[src/common/cscp_pkg.sv]
// cscp_pkg: constants, register map and encodings of the charger status/control pin block
// assumes a 25 MHz system clock and an AHB-Lite register bus with 32-bit data
//
// Function
// - Source pin high 500mA, low 2.4A default
// - Host-written 5-bit limit overrides pin default
// - Two 2-bit fields set D+ and D- voltages
// - Power-good low only when all input conditions good
// - Status pin low while charging
// - Status pin released when done or sleeping; the status pin logic does not use aboveSleep
// - Status pin blinks 1Hz 50% on fault suspend
// - 2-bit field disables status pin function
// - Interrupt low pulse 256us per status/fault event; an event during a pulse restarts the 256us, giving one longer pulse
// - Charge enabled when config bit 1 and pin low
// - Fault interrupt issued at once, no host action
package cscp_pkg;

    // timing
    localparam int CLK_HZ          = 25000000;           // system clock rate
    localparam int INT_PULSE_NS    = 256000;             // interrupt pulse width, 256 us
    localparam int INT_PULSE_CYC   = (INT_PULSE_NS * 25) / 1000; // 6400 cycles at 25 MHz (exact, no rounding)
    localparam int BLINK_HZ        = 1;                  // status blink rate
    localparam int BLINK_HALF_CYC  = CLK_HZ / (2 * BLINK_HZ); // half period, 50% duty

    // current limit codes, in mA
    localparam logic [11:0] LIM_USB_MA     = 12'h1F4;    // 500 mA
    localparam logic [11:0] LIM_ADAPTER_MA = 12'h960;    // 2400 mA
    localparam logic [11:0] LIM_PG_MIN_MA  = 12'h01E;    // 30 mA power-good floor
    localparam logic [11:0] LIM_STEP_MA    = 12'h064;    // 100 mA per code step
    localparam logic [11:0] LIM_BASE_MA    = 12'h064;    // code 0 equals 100 mA

    // register byte offsets
    localparam logic [7:0] REG_CTRL    = 8'h00;          // control
    localparam logic [7:0] REG_ILIM    = 8'h04;          // input current limit
    localparam logic [7:0] REG_DLINE   = 8'h08;          // data line voltages
    localparam logic [7:0] REG_STATUS  = 8'h0C;          // status, read only

    // control register fields
    localparam int CTRL_CHGCFG_BIT = 0;                  // charge_config_bit
    localparam int CTRL_STFUNC_LSB = 1;                  // status_pin_function_select [2:1]
    // limit register fields
    localparam int ILIM_CODE_LSB   = 0;                  // input_current_limit_field [4:0]
    localparam int ILIM_VALID_BIT  = 8;                  // host override active
    // data line register fields
    localparam int DLINE_DP_LSB    = 0;                  // dplus_voltage_set [1:0]
    localparam int DLINE_DM_LSB    = 2;                  // dminus_voltage_set [3:2]

    // reset values
    localparam logic [31:0] CTRL_RST   = 32'h0000_0001;  // charging allowed, status pin on
    localparam logic [31:0] ILIM_RST   = 32'h0000_0000;  // no override
    localparam logic [31:0] DLINE_RST  = 32'h0000_0000;  // both lines hi-z code

    // status pin function select codes
    localparam logic [1:0] STFUNC_ON   = 2'h0;           // normal status indication
    localparam logic [1:0] STFUNC_OFF  = 2'h3;           // status pin released

    // AHB-Lite encodings
    localparam logic [1:0] HTRANS_NONSEQ = 2'h2;
    localparam logic [1:0] HTRANS_SEQ    = 2'h3;

endpackage

[src/design/cscp_charger_pins.sv]
// cscp_charger_pins: pin control and status logic of a single-cell charger
// assumes analog comparator flags arrive synchronous to clock; open-drain pins resolved outside
//
// Design decisions made here: the placing of the registers and register access over AHB-Lite.
`timescale 1ns/10ps
module cscp_charger_pins
    import cscp_pkg::*;
(
    input  wire logic        clock,           // 25 MHz system clock
    input  wire logic        rst_b,           // async reset, active low
    // AHB-Lite slave
    input  wire logic        hsel,            // slave select
    input  wire logic [31:0] haddr,           // byte address
    input  wire logic [1:0]  htrans,          // transfer type
    input  wire logic        hwrite,          // write when high
    input  wire logic [2:0]  hsize,           // transfer size
    input  wire logic [31:0] hwdata,          // write data
    input  wire logic        hready,          // bus ready in
    output logic [31:0]      hrdata,          // read data
    output logic             hreadyout,       // slave ready
    output logic             hresp,           // always OKAY
    // pins and analog flags
    input  wire logic        sourceSelect,    // high selects USB default limit
    input  wire logic        charge_enable_pin_n, // charge enable pin, active low
    input  wire logic        aboveUvlo,       // input above undervoltage lockout
    input  wire logic        belowOvp,        // input below overvoltage threshold
    input  wire logic        aboveSleep,      // input above sleep threshold
    input  wire logic        chargeActive,    // charge cycle in progress
    input  wire logic        chargeDone,      // charge completed
    input  wire logic        faultSuspend,    // charge suspended by fault
    input  wire logic        statusEvent,     // one-cycle new status update
    output logic [11:0]      inputLimitMa,    // effective input current limit, mA
    output logic [1:0]       dplusVoltageSet, // D+ driver voltage select
    output logic [1:0]       dminusVoltageSet,// D- driver voltage select
    output logic             chargeEnable,    // battery charging enabled
    output logic             power_good_out_n_oe,    // pull power-good pin low
    output logic             power_good_out_n_o,     // power-good pin drive level
    output logic             statusPin_oe,           // pull status pin low
    output logic             statusPin_o,            // status pin drive level
    output logic             interrupt_pulse_out_n_oe, // pull interrupt pin low
    output logic             interrupt_pulse_out_n_o   // interrupt pin drive level
);

    // register file state
    logic        chargeConfig;        // charge_config_bit
    logic [1:0]  statusFunc;          // status_pin_function_select
    logic [4:0]  limitCode;           // input_current_limit_field
    logic        limitOverride;       // host has written a limit
    logic [1:0]  dplusSet;            // dplus_voltage_set
    logic [1:0]  dminusSet;           // dminus_voltage_set
    logic        next_chargeConfig;
    logic [1:0]  next_statusFunc;
    logic [4:0]  next_limitCode;
    logic        next_limitOverride;
    logic [1:0]  next_dplusSet;
    logic [1:0]  next_dminusSet;


    // the bus side is a plain zero-wait slave: an address phase is
    // latched on its accepting edge, and a write lands one edge later
    // while hwdata stands; reads are prepared from the address phase,
    // so the data phase never needs a wait state
    // hsize is not decoded: only whole-word accesses are expected,
    // a narrower write would still update the whole field
    // bus data-phase capture
    logic        wrPend;              // write data phase pending
    logic [7:0]  wrAddr;              // captured write offset
    logic        next_wrPend;
    logic [7:0]  next_wrAddr;
    logic [31:0] next_hrdata;


    // interrupt width fits 13 bits, blink half period fits 24 bits;
    // both counters run off the single system clock, no divider chain,
    // trading a few flops for a simpler timing picture
    // pin timers
    logic [12:0] intCount;            // interrupt pulse cycles left
    logic [12:0] next_intCount;
    logic [23:0] blinkCount;          // blink half-period counter
    logic [23:0] next_blinkCount;
    logic        blinkPhase;          // low half when 1
    logic        next_blinkPhase;
    logic        faultPrev;           // fault edge detect
    logic        next_faultPrev;
    logic [11:0] next_inputLimitMa;


    // counter reload values, cut to the counter widths on purpose
    localparam logic [12:0] INT_LOAD   = 13'(INT_PULSE_CYC);
    localparam logic [23:0] BLINK_LAST = 24'(BLINK_HALF_CYC - 1);

    wire addrPhase = hsel & hready & htrans[1];  // NONSEQ or SEQ accepted


    // no access is ever refused: unmapped writes are dropped and
    // unmapped reads return zero, so an error response is never needed
    // zero-wait slave; only OKAY responses
    assign hreadyout = 1'b1;
    assign hresp     = 1'b0;

    // bus decode and register writes
    always_comb begin
        next_wrPend        = addrPhase & hwrite;
        next_wrAddr        = addrPhase ? haddr[7:0] : wrAddr;
        next_hrdata        = hrdata;
        next_chargeConfig  = chargeConfig;
        next_statusFunc    = statusFunc;
        next_limitCode     = limitCode;
        next_limitOverride = limitOverride;
        next_dplusSet      = dplusSet;
        next_dminusSet     = dminusSet;
        // a write lands at the end of its data phase, when hwdata stands;
        // a back-to-back read of the same word therefore sees the new value
        // only if its address phase follows the write's data phase
        if (wrPend) begin
            case (wrAddr)
                REG_CTRL: begin
                    next_chargeConfig = hwdata[CTRL_CHGCFG_BIT];
                    next_statusFunc   = hwdata[CTRL_STFUNC_LSB +: 2];
                end
                REG_ILIM: begin
                    next_limitCode     = hwdata[ILIM_CODE_LSB +: 5];
                    next_limitOverride = hwdata[ILIM_VALID_BIT];
                end
                REG_DLINE: begin
                    next_dplusSet  = hwdata[DLINE_DP_LSB +: 2];
                    next_dminusSet = hwdata[DLINE_DM_LSB +: 2];
                end
                default: begin
                    next_chargeConfig = chargeConfig;                         // unmapped: ignored
                end
            endcase
        end
        // read data prepared at address phase, stands in data phase
        if (addrPhase & ~hwrite) begin
            case (haddr[7:0])
                REG_CTRL:   next_hrdata = {29'h0, statusFunc, chargeConfig};
                REG_ILIM:   next_hrdata = {23'h0, limitOverride, 3'h0, limitCode};
                REG_DLINE:  next_hrdata = {28'h0, dminusSet, dplusSet};
                REG_STATUS: next_hrdata = {inputLimitMa, 12'h0, 1'b0, chargeEnable,
                                           power_good_out_n_oe, faultSuspend,
                                           chargeDone, chargeActive, intCount != 13'h0,
                                           sourceSelect};
                default:    next_hrdata = 32'h0000_0000;                      // unmapped reads zero
            endcase
        end
    end

    // register file and bus pipeline flops
    // reset loads the documented defaults: charging allowed, no override,
    // status pin in its normal function and both data lines at code zero
    always_ff @(posedge clock or negedge rst_b) begin
        if (!rst_b) begin
            wrPend        <= 1'b0;
            wrAddr        <= 8'h00;
            hrdata        <= 32'h0000_0000;
            chargeConfig  <= CTRL_RST[CTRL_CHGCFG_BIT];
            statusFunc    <= CTRL_RST[CTRL_STFUNC_LSB +: 2];
            limitCode     <= ILIM_RST[ILIM_CODE_LSB +: 5];
            limitOverride <= ILIM_RST[ILIM_VALID_BIT];
            dplusSet      <= DLINE_RST[DLINE_DP_LSB +: 2];
            dminusSet     <= DLINE_RST[DLINE_DM_LSB +: 2];
        end else begin
            wrPend        <= next_wrPend;
            wrAddr        <= next_wrAddr;
            hrdata        <= next_hrdata;
            chargeConfig  <= next_chargeConfig;
            statusFunc    <= next_statusFunc;
            limitCode     <= next_limitCode;
            limitOverride <= next_limitOverride;
            dplusSet      <= next_dplusSet;
            dminusSet     <= next_dminusSet;
        end
    end


    // the limit output is registered so the power-good compare below
    // always sees a settled value; the cost is one cycle of latency
    // after the source pin or the override changes
    //
    // the interrupt counter is reloaded by any event, so a burst of
    // events gives one long pulse rather than several short ones
    //
    // the blink counter is held in reset outside a fault, which makes
    // every fault start with a full low half period
    // pin behaviour: limit select, interrupt timer, status blink
    always_comb begin
        // default from pin, host code overrides
        if (limitOverride) begin
            next_inputLimitMa = LIM_BASE_MA + 12'(limitCode) * LIM_STEP_MA;
        end else if (sourceSelect) begin
            next_inputLimitMa = LIM_USB_MA;
        end else begin
            next_inputLimitMa = LIM_ADAPTER_MA;
        end
        // rising fault or status event reloads the full width, no host action needed
        next_faultPrev = faultSuspend;
        if (statusEvent | (faultSuspend & ~faultPrev)) begin
            next_intCount = INT_LOAD;
        end else if (intCount != 13'h0) begin
            next_intCount = intCount - 13'h1;
        end else begin
            next_intCount = intCount;
        end
        // blink counter only runs while suspended, so blink starts in low phase
        if (!faultSuspend) begin
            next_blinkCount = 24'h0;
            next_blinkPhase = 1'b1;
        end else if (blinkCount == BLINK_LAST) begin
            next_blinkCount = 24'h0;
            next_blinkPhase = ~blinkPhase;
        end else begin
            next_blinkCount = blinkCount + 24'h1;
            next_blinkPhase = blinkPhase;
        end
    end

    always_ff @(posedge clock or negedge rst_b) begin
        if (!rst_b) begin
            inputLimitMa <= LIM_ADAPTER_MA;
            intCount     <= 13'h0;
            blinkCount   <= 24'h0;
            blinkPhase   <= 1'b1;
            faultPrev    <= 1'b0;
        end else begin
            inputLimitMa <= next_inputLimitMa;
            intCount     <= next_intCount;
            blinkCount   <= next_blinkCount;
            blinkPhase   <= next_blinkPhase;
            faultPrev    <= next_faultPrev;
        end
    end


    // open-drain pins: the block only ever pulls low, the pull-up outside
    // gives the high level; drives are registered so no combinational
    // glitch from the flag inputs can reach a pin
    //
    // fault wins over charging on the status pin, and the disable code
    // wins over both
    // registered pin drives; pin level is always 0 when enabled
    logic next_pgLow;
    logic next_statLow;
    logic pgLow;
    logic statLow;

    always_comb begin
        next_pgLow = aboveUvlo & belowOvp & aboveSleep & (inputLimitMa > LIM_PG_MIN_MA);
        if (statusFunc == STFUNC_OFF) begin
            next_statLow = 1'b0;
        end else if (faultSuspend) begin
            next_statLow = blinkPhase;
        end else if (chargeActive & ~chargeDone) begin
            next_statLow = 1'b1;
        end else begin
            next_statLow = 1'b0;
        end
    end

    always_ff @(posedge clock or negedge rst_b) begin
        if (!rst_b) begin
            pgLow   <= 1'b0;
            statLow <= 1'b0;
        end else begin
            pgLow   <= next_pgLow;
            statLow <= next_statLow;
        end
    end


    // pin and field outputs
    // the interrupt enable comes straight from the counter flops, so it
    // rises in the cycle after the event and never glitches
    // charge enable is combinational: the enable pin acts without delay
    assign power_good_out_n_oe      = pgLow;
    assign power_good_out_n_o       = 1'b0;
    assign statusPin_oe             = statLow;
    assign statusPin_o              = 1'b0;
    assign interrupt_pulse_out_n_oe = intCount != 13'h0;
    assign interrupt_pulse_out_n_o  = 1'b0;
    assign dplusVoltageSet          = dplusSet;
    assign dminusVoltageSet         = dminusSet;
    assign chargeEnable             = chargeConfig & ~charge_enable_pin_n;

endmodule

[config.mk]
export PLATFORM = sky130hd
export DESIGN_NAME = cscp_charger_pins
export DESIGN_NICKNAME = d
export VERILOG_FILES = /design/src/common/cscp_pkg.sv /design/src/design/cscp_charger_pins.sv
export SDC_FILE = /design/constraint.sdc
export NUM_CORES = 1
export LEC_CHECK = 0
export BUFFER_PORTS_ARGS = -buffer_cell sky130_fd_sc_hd__buf_2
export CORE_UTILIZATION = 50
export CTS_BUF_LIST = sky130_fd_sc_hd__clkbuf_8
export CTS_CLUSTER_DIAMETER = 80
export CTS_CLUSTER_SIZE = 14
export DETAILED_ROUTE_END_ITERATION = 10
export PLACE_DENSITY = 0.76
export RECOVER_POWER = 50
export SLEW_MARGIN = 20
export SYNTH_ARGS = -nofsm -noshare
export SYNTH_HDL_FRONTEND = slang
export SYNTH_SLANG_ARGS = --single-unit
[constraint.sdc]
create_clock -name clock -period 5.7 [get_ports clock]
set_input_delay 0.855 -clock clock [delete_from_list [all_inputs] [get_ports clock]]
set_output_delay 0.855 -clock clock [all_outputs]
set_load 0.01 [all_outputs]
# Word-level counts from Yosys, hierarchy flattened
# Cells that the tools add are included.
# Widths: inputs -> output; s select.
[word_totals] regBits=107 in_bits=83 out_inout_bits=57 word_cells=64
[op_classes] addsub=3 mul=1 magnitude_cmp=1 eq_ne=8 n_mux=12 n_bitwise=16 n_reduce_logical=7
[ops] operator="$pmux 32 s4" count=1
[ops] operator="$mux 24" count=2
[ops] operator="$mux 13" count=2
[ops] operator="$add 24x1->24 const B" count=1
[ops] operator="$eq 24x24->1 const B" count=1
[ops] operator="$eq 8x4->1 const B" count=3
[ops] operator="$mux 12" count=2
[ops] operator="$eq 8x3->1 const B" count=2
[ops] operator="$logic_not 8->1" count=2
[ops] operator="$reduce_bool 13->1" count=1
[ops] operator="$sub 13x1->13 const B" count=1
[ops] operator="$add 7x12->12 const A" count=1
[ops] operator="$gt 12x5->1 const B" count=1
[ops] operator="$and 1x1->1" count=10
[ops] operator="$mul 5x5->10 const B" count=1
[ops] operator="$reduce_and 2->1" count=3
[ops] operator="$mux 1" count=5
[ops] operator="$not 1->1" count=5
[ops] operator="$eq 2x2->1 const B" count=1
[ops] operator="$ne 2x1->1 const B" count=1
[ops] operator="$reduce_bool 2->1" count=1
[ops] operator="$or 1x1->1" count=1

# Logic depth before layout (Yosys ltp)
[depth] depth_word=5 mapped_depth=11

# Worst setup path after synthesis
# OpenSTA, ideal clock, no wires.
[synth_timing] path_type="flip-flop to flip-flop" start="reg limitCode[3]" end="reg inputLimitMa[11]" setup_ns=0.077 t_arrival_ns=2.501 t_required_ns=5.623 setup_slack_ns=3.122 path_stages_with_launch=12 cell_sequence="dfrtp_1 -> inv_1 -> ha_1 -> inv_1 -> ha_1 -> ha_1 -> ha_1 -> and3_1 -> a221oi_1 -> xnor2_1 -> xnor2_1 -> a21o_1"
[synth_via] elab_chain_len=3
[synth_lines] element="start, declared" line_no="cscp_charger_pins.sv:47" source="logic [4:0] limitCode;"
[synth_lines] element="start signal, assigned" line_no="cscp_charger_pins.sv:159" source="limitCode <= ILIM_RST[ILIM_CODE_LSB +: 5];"
[synth_lines] element="start signal, assigned" line_no="cscp_charger_pins.sv:169" source="limitCode <= next_limitCode;"
[synth_lines] element="$mul 5x5->10" line_no="cscp_charger_pins.sv:190" source="next_inputLimitMa = LIM_BASE_MA + 12'(limitCode) * LIM_STEP_MA;"
[synth_lines] element="$add 7x12->12" line_no="cscp_charger_pins.sv:190"
[synth_lines] element="$mux 12" line_no="cscp_charger_pins.sv:189" source="if (limitOverride) begin"
[synth_lines] element="named net next_inputLimitMa[11]" line_no="cscp_charger_pins.sv:85" source="logic [11:0] next_inputLimitMa;"
[synth_lines] element="end signal, assigned" line_no="cscp_charger_pins.sv:226" source="inputLimitMa <= next_inputLimitMa;"
[synth_lines] element="end, declared" line_no="cscp_charger_pins.sv:32" source="output logic [11:0] inputLimitMa,"
# The timed path passes the listed nets, and every way through them passes these cells.
# A chain may end at the register's enable or synchronous reset.

==> impl_metrics.env <==
export IMPL_initial_core_util_pct=52.1
export IMPL_wl_um=8820
export IMPL_p_leak_nw=2.46
export IMPL_violations="DRC, capacitance limit, slew limit"
export IMPL_dp_slack_ns=2.58
export IMPL_synth_area_sq_mm=0.00461
export IMPL_num_rows=34
export IMPL_cts_tree="yes"
export IMPL_register_area_sq_mm=0.00228
export IMPL_grt_pass1_wl_um=14700
export IMPL_setup_worst_path_start="rst_b"
export IMPL_htree_num_levels=3
export IMPL_dpl_hpwl_um=6470
export IMPL_final_area_sq_mm=0.00513
export IMPL_total_power_mw=1.46
export IMPL_ioPinCount=140
export IMPL_diodes=0
export IMPL_ys_ff_latch=91
export IMPL_die_area_sq_mm=0.00962
export IMPL_clock_latency_ns=0.36
export IMPL_gp_congestion=0.792
export IMPL_cts_hold_buf=0
export IMPL_slew_violations=64
export IMPL_synth_top_area_cell="dfrtp_1"
export IMPL_relSlewSlack_pct=-0.144
export IMPL_crit_family="buffers and inverters"
export IMPL_outcome="complete, but fails checks"
export IMPL_routedWlPerCell_um=14.8
export IMPL_fmax_ghz=0.330
export IMPL_via_count=3208
export IMPL_whs_ns=0.475
export IMPL_end_kind="asynchronous set/reset pin"
export IMPL_multiInputGateArea_sq_mm=0.00214
export IMPL_max_vdd_ir_drop_v=0.000132
export IMPL_path_class="in2async"
export IMPL_syn_instance_count=421
export IMPL_dp_cells=580
export IMPL_synth_edf_count=0
export IMPL_yosysWarnings=0
export IMPL_grt_usage_pct=19.4
export IMPL_ys_types=57
export IMPL_synth_area_leaders="dfrtp_1 46%, ha_1 5.4%, mux2_2 4.9%, xor2_1 4.0%, xnor2_1 3.8%"
export IMPL_drc=4
export IMPL_placed_area_sq_mm=0.00493
export IMPL_nets=587
export IMPL_hold_start="hrdata[2]"
export IMPL_drt_iter0_markers=95
export IMPL_synth_top_area_share_pct=46.1
export IMPL_critPathSlowestCell="clkbuf_2"
export IMPL_grt_overflow_total=0
export IMPL_slowest_delay_ns=1.28
export IMPL_yosysMostFrequentCell="dfrtp_1"
export IMPL_worstPathCellList="clkbuf_1 -> clkbuf_2"
export IMPL_cp_arrival_ns=3.24
export IMPL_cp_num_buf_inv=2
export IMPL_yosysSeqAreaShare_pct=49.5
export IMPL_portBuffers=64
export IMPL_rr_startpoint="limitCode[3]"
export IMPL_setup_tns_ns=0
export IMPL_finalSetupViolCount=0
export IMPL_ant_nets=0
export IMPL_cts_resized=0
export IMPL_cts_clk_slew_worst_paths_ns=0.09
export IMPL_async_flop_share_pct=100
export IMPL_ys_flop_type="dfrtp_1"
export IMPL_power_per_cell_area_mw_per_mm2=285
export IMPL_grt_max_degree=65
export IMPL_syn_to_final_growth_pct=11.2
export IMPL_die_h_um=98.1
export IMPL_synth_commonest_cells="85 x dfrtp_1, 45 x nor2_1, 33 x nand2_1"
export IMPL_clock_path_buffers=2
export IMPL_finish_utilization_pct=58.0
export IMPL_cts_root_buf="clkbuf_8"
export IMPL_core_area_sq_mm=0.00885
export IMPL_die_width_um=98.1
export IMPL_syn_avg_cell_area_sq_um=11.0
export IMPL_n_fill_cell=761
export IMPL_grt_pass1_vias=3037
export IMPL_cts_buffers=9
export IMPL_rsz0062_at_grt="no"
export IMPL_hold_violations=0
export IMPL_cts_setup_buffers=0
export IMPL_critPathLaunchType="primary input"
export IMPL_hp_class="reg2reg"
export IMPL_period_needed_ns=3.03
export IMPL_vias_per_cell=5.38
export IMPL_layout_drive_gt1_share_pct=24.4
export IMPL_critPathRequiredTime_ns=5.90
export IMPL_final_cells=596
export IMPL_setup_ws_ns=2.67
export IMPL_worst_pin_slew_ns=1.50
export IMPL_first_pass_iters=8
export IMPL_critical_path_max_fanout=64
export IMPL_fin_skew_ns=0.0113
export IMPL_fin_crit_sh_pct=53.2
export IMPL_cts_sink_count=91
export IMPL_cap_violations=2
export IMPL_antenna_found_initial=0
[tightest hold or removal path, stage by stage, from the launching register on]
cell and delay (ns):
dfrtp_1 0.35, nand2_1 0.05, nand2_1 0.05
[layout make-up]
cell class                      count  share of cell area [%]
Clock buffer                       10                    2.68
Timing Repair Buffer               65                    6.27
Multi-Input combinational cell    304                    41.6
Sequential cell                    91                    44.5
Inverter                           12                   0.878
Tap cell                          108                    2.63
Clock inverter                      6                    1.39
[power by group]
group	switching, mW	internal [mW]	total, mW
clock network	0.231	0.218	0.450
logic	0.148	0.117	0.265
registers	0.0458	0.699	0.745
total	0.425	1.03	1.46
[layer usage]
metal  part of all wire (%)  vias up  global-route usage, %
met4                    1.9        0                   8.28
li1                       -     1546                      -
met5                      0        -                      0
met2                     48       69                   31.0
met1                     46     1581                   25.8
met3                    3.9       12                   3.65
[path summary, 6_finish.rpt]
path,to,cells past startpoint,slack [ns]
worst min register to register,hrdata[2],2,0.47
min in group asynchronous,intCount[4],1,0.84
worst max-delay path,inputLimitMa[9],2,2.67
worst min-delay path,hrdata[2],2,0.47
max in group clock,interrupt_pulse_out_n_oe,5,2.75
worst max register to register,inputLimitMa[11],11,2.83
[cells in the final DEF (no fill, tap or decap), types with 5 or more instances in the layout]
cell type,n
nand3_1,20
xnor2_1,20
inv_1,11
a22o_1,12
xor2_1,21
dfrtp_1,85
mux2_2,20
clkbuf_8,10
dfstp_2,6
nand2_1,33
buf_2,61
a21oi_1,9
nand4_1,5
nor3_1,10
a21o_1,5
conb_1,21
nor2_1,45
and3_1,7
ha_1,20
o21ai_0,5
[registers in the layout, indices dropped and copies added (netlist names)]
register / flops
blinkCount: 24
wrPend: 1
inputLimitMa: 10
statusFunc: 2
blinkPhase: 1
statusPin_oe: 1
dminusVoltageSet: 2
power_good_out_n_oe: 1
chargeConfig: 1
dplusVoltageSet: 2
intCount: 13
faultPrev: 1
hrdata: 18
limitOverride: 1
limitCode: 5
wrAddr: 8
[logic make-up after synthesis]
logic type / share of synthesized area [%]
other: 0.163
and+or+nand+nor: 17.2
DFF: 49.5
adders and majority gates: 5.86
buffers and inverters: 5.75
xor gates and xnor gates: 7.78
muxes: 6.51
AOI/OAI and AO/OA: 7.21
(Power assumes the default switching activity.)
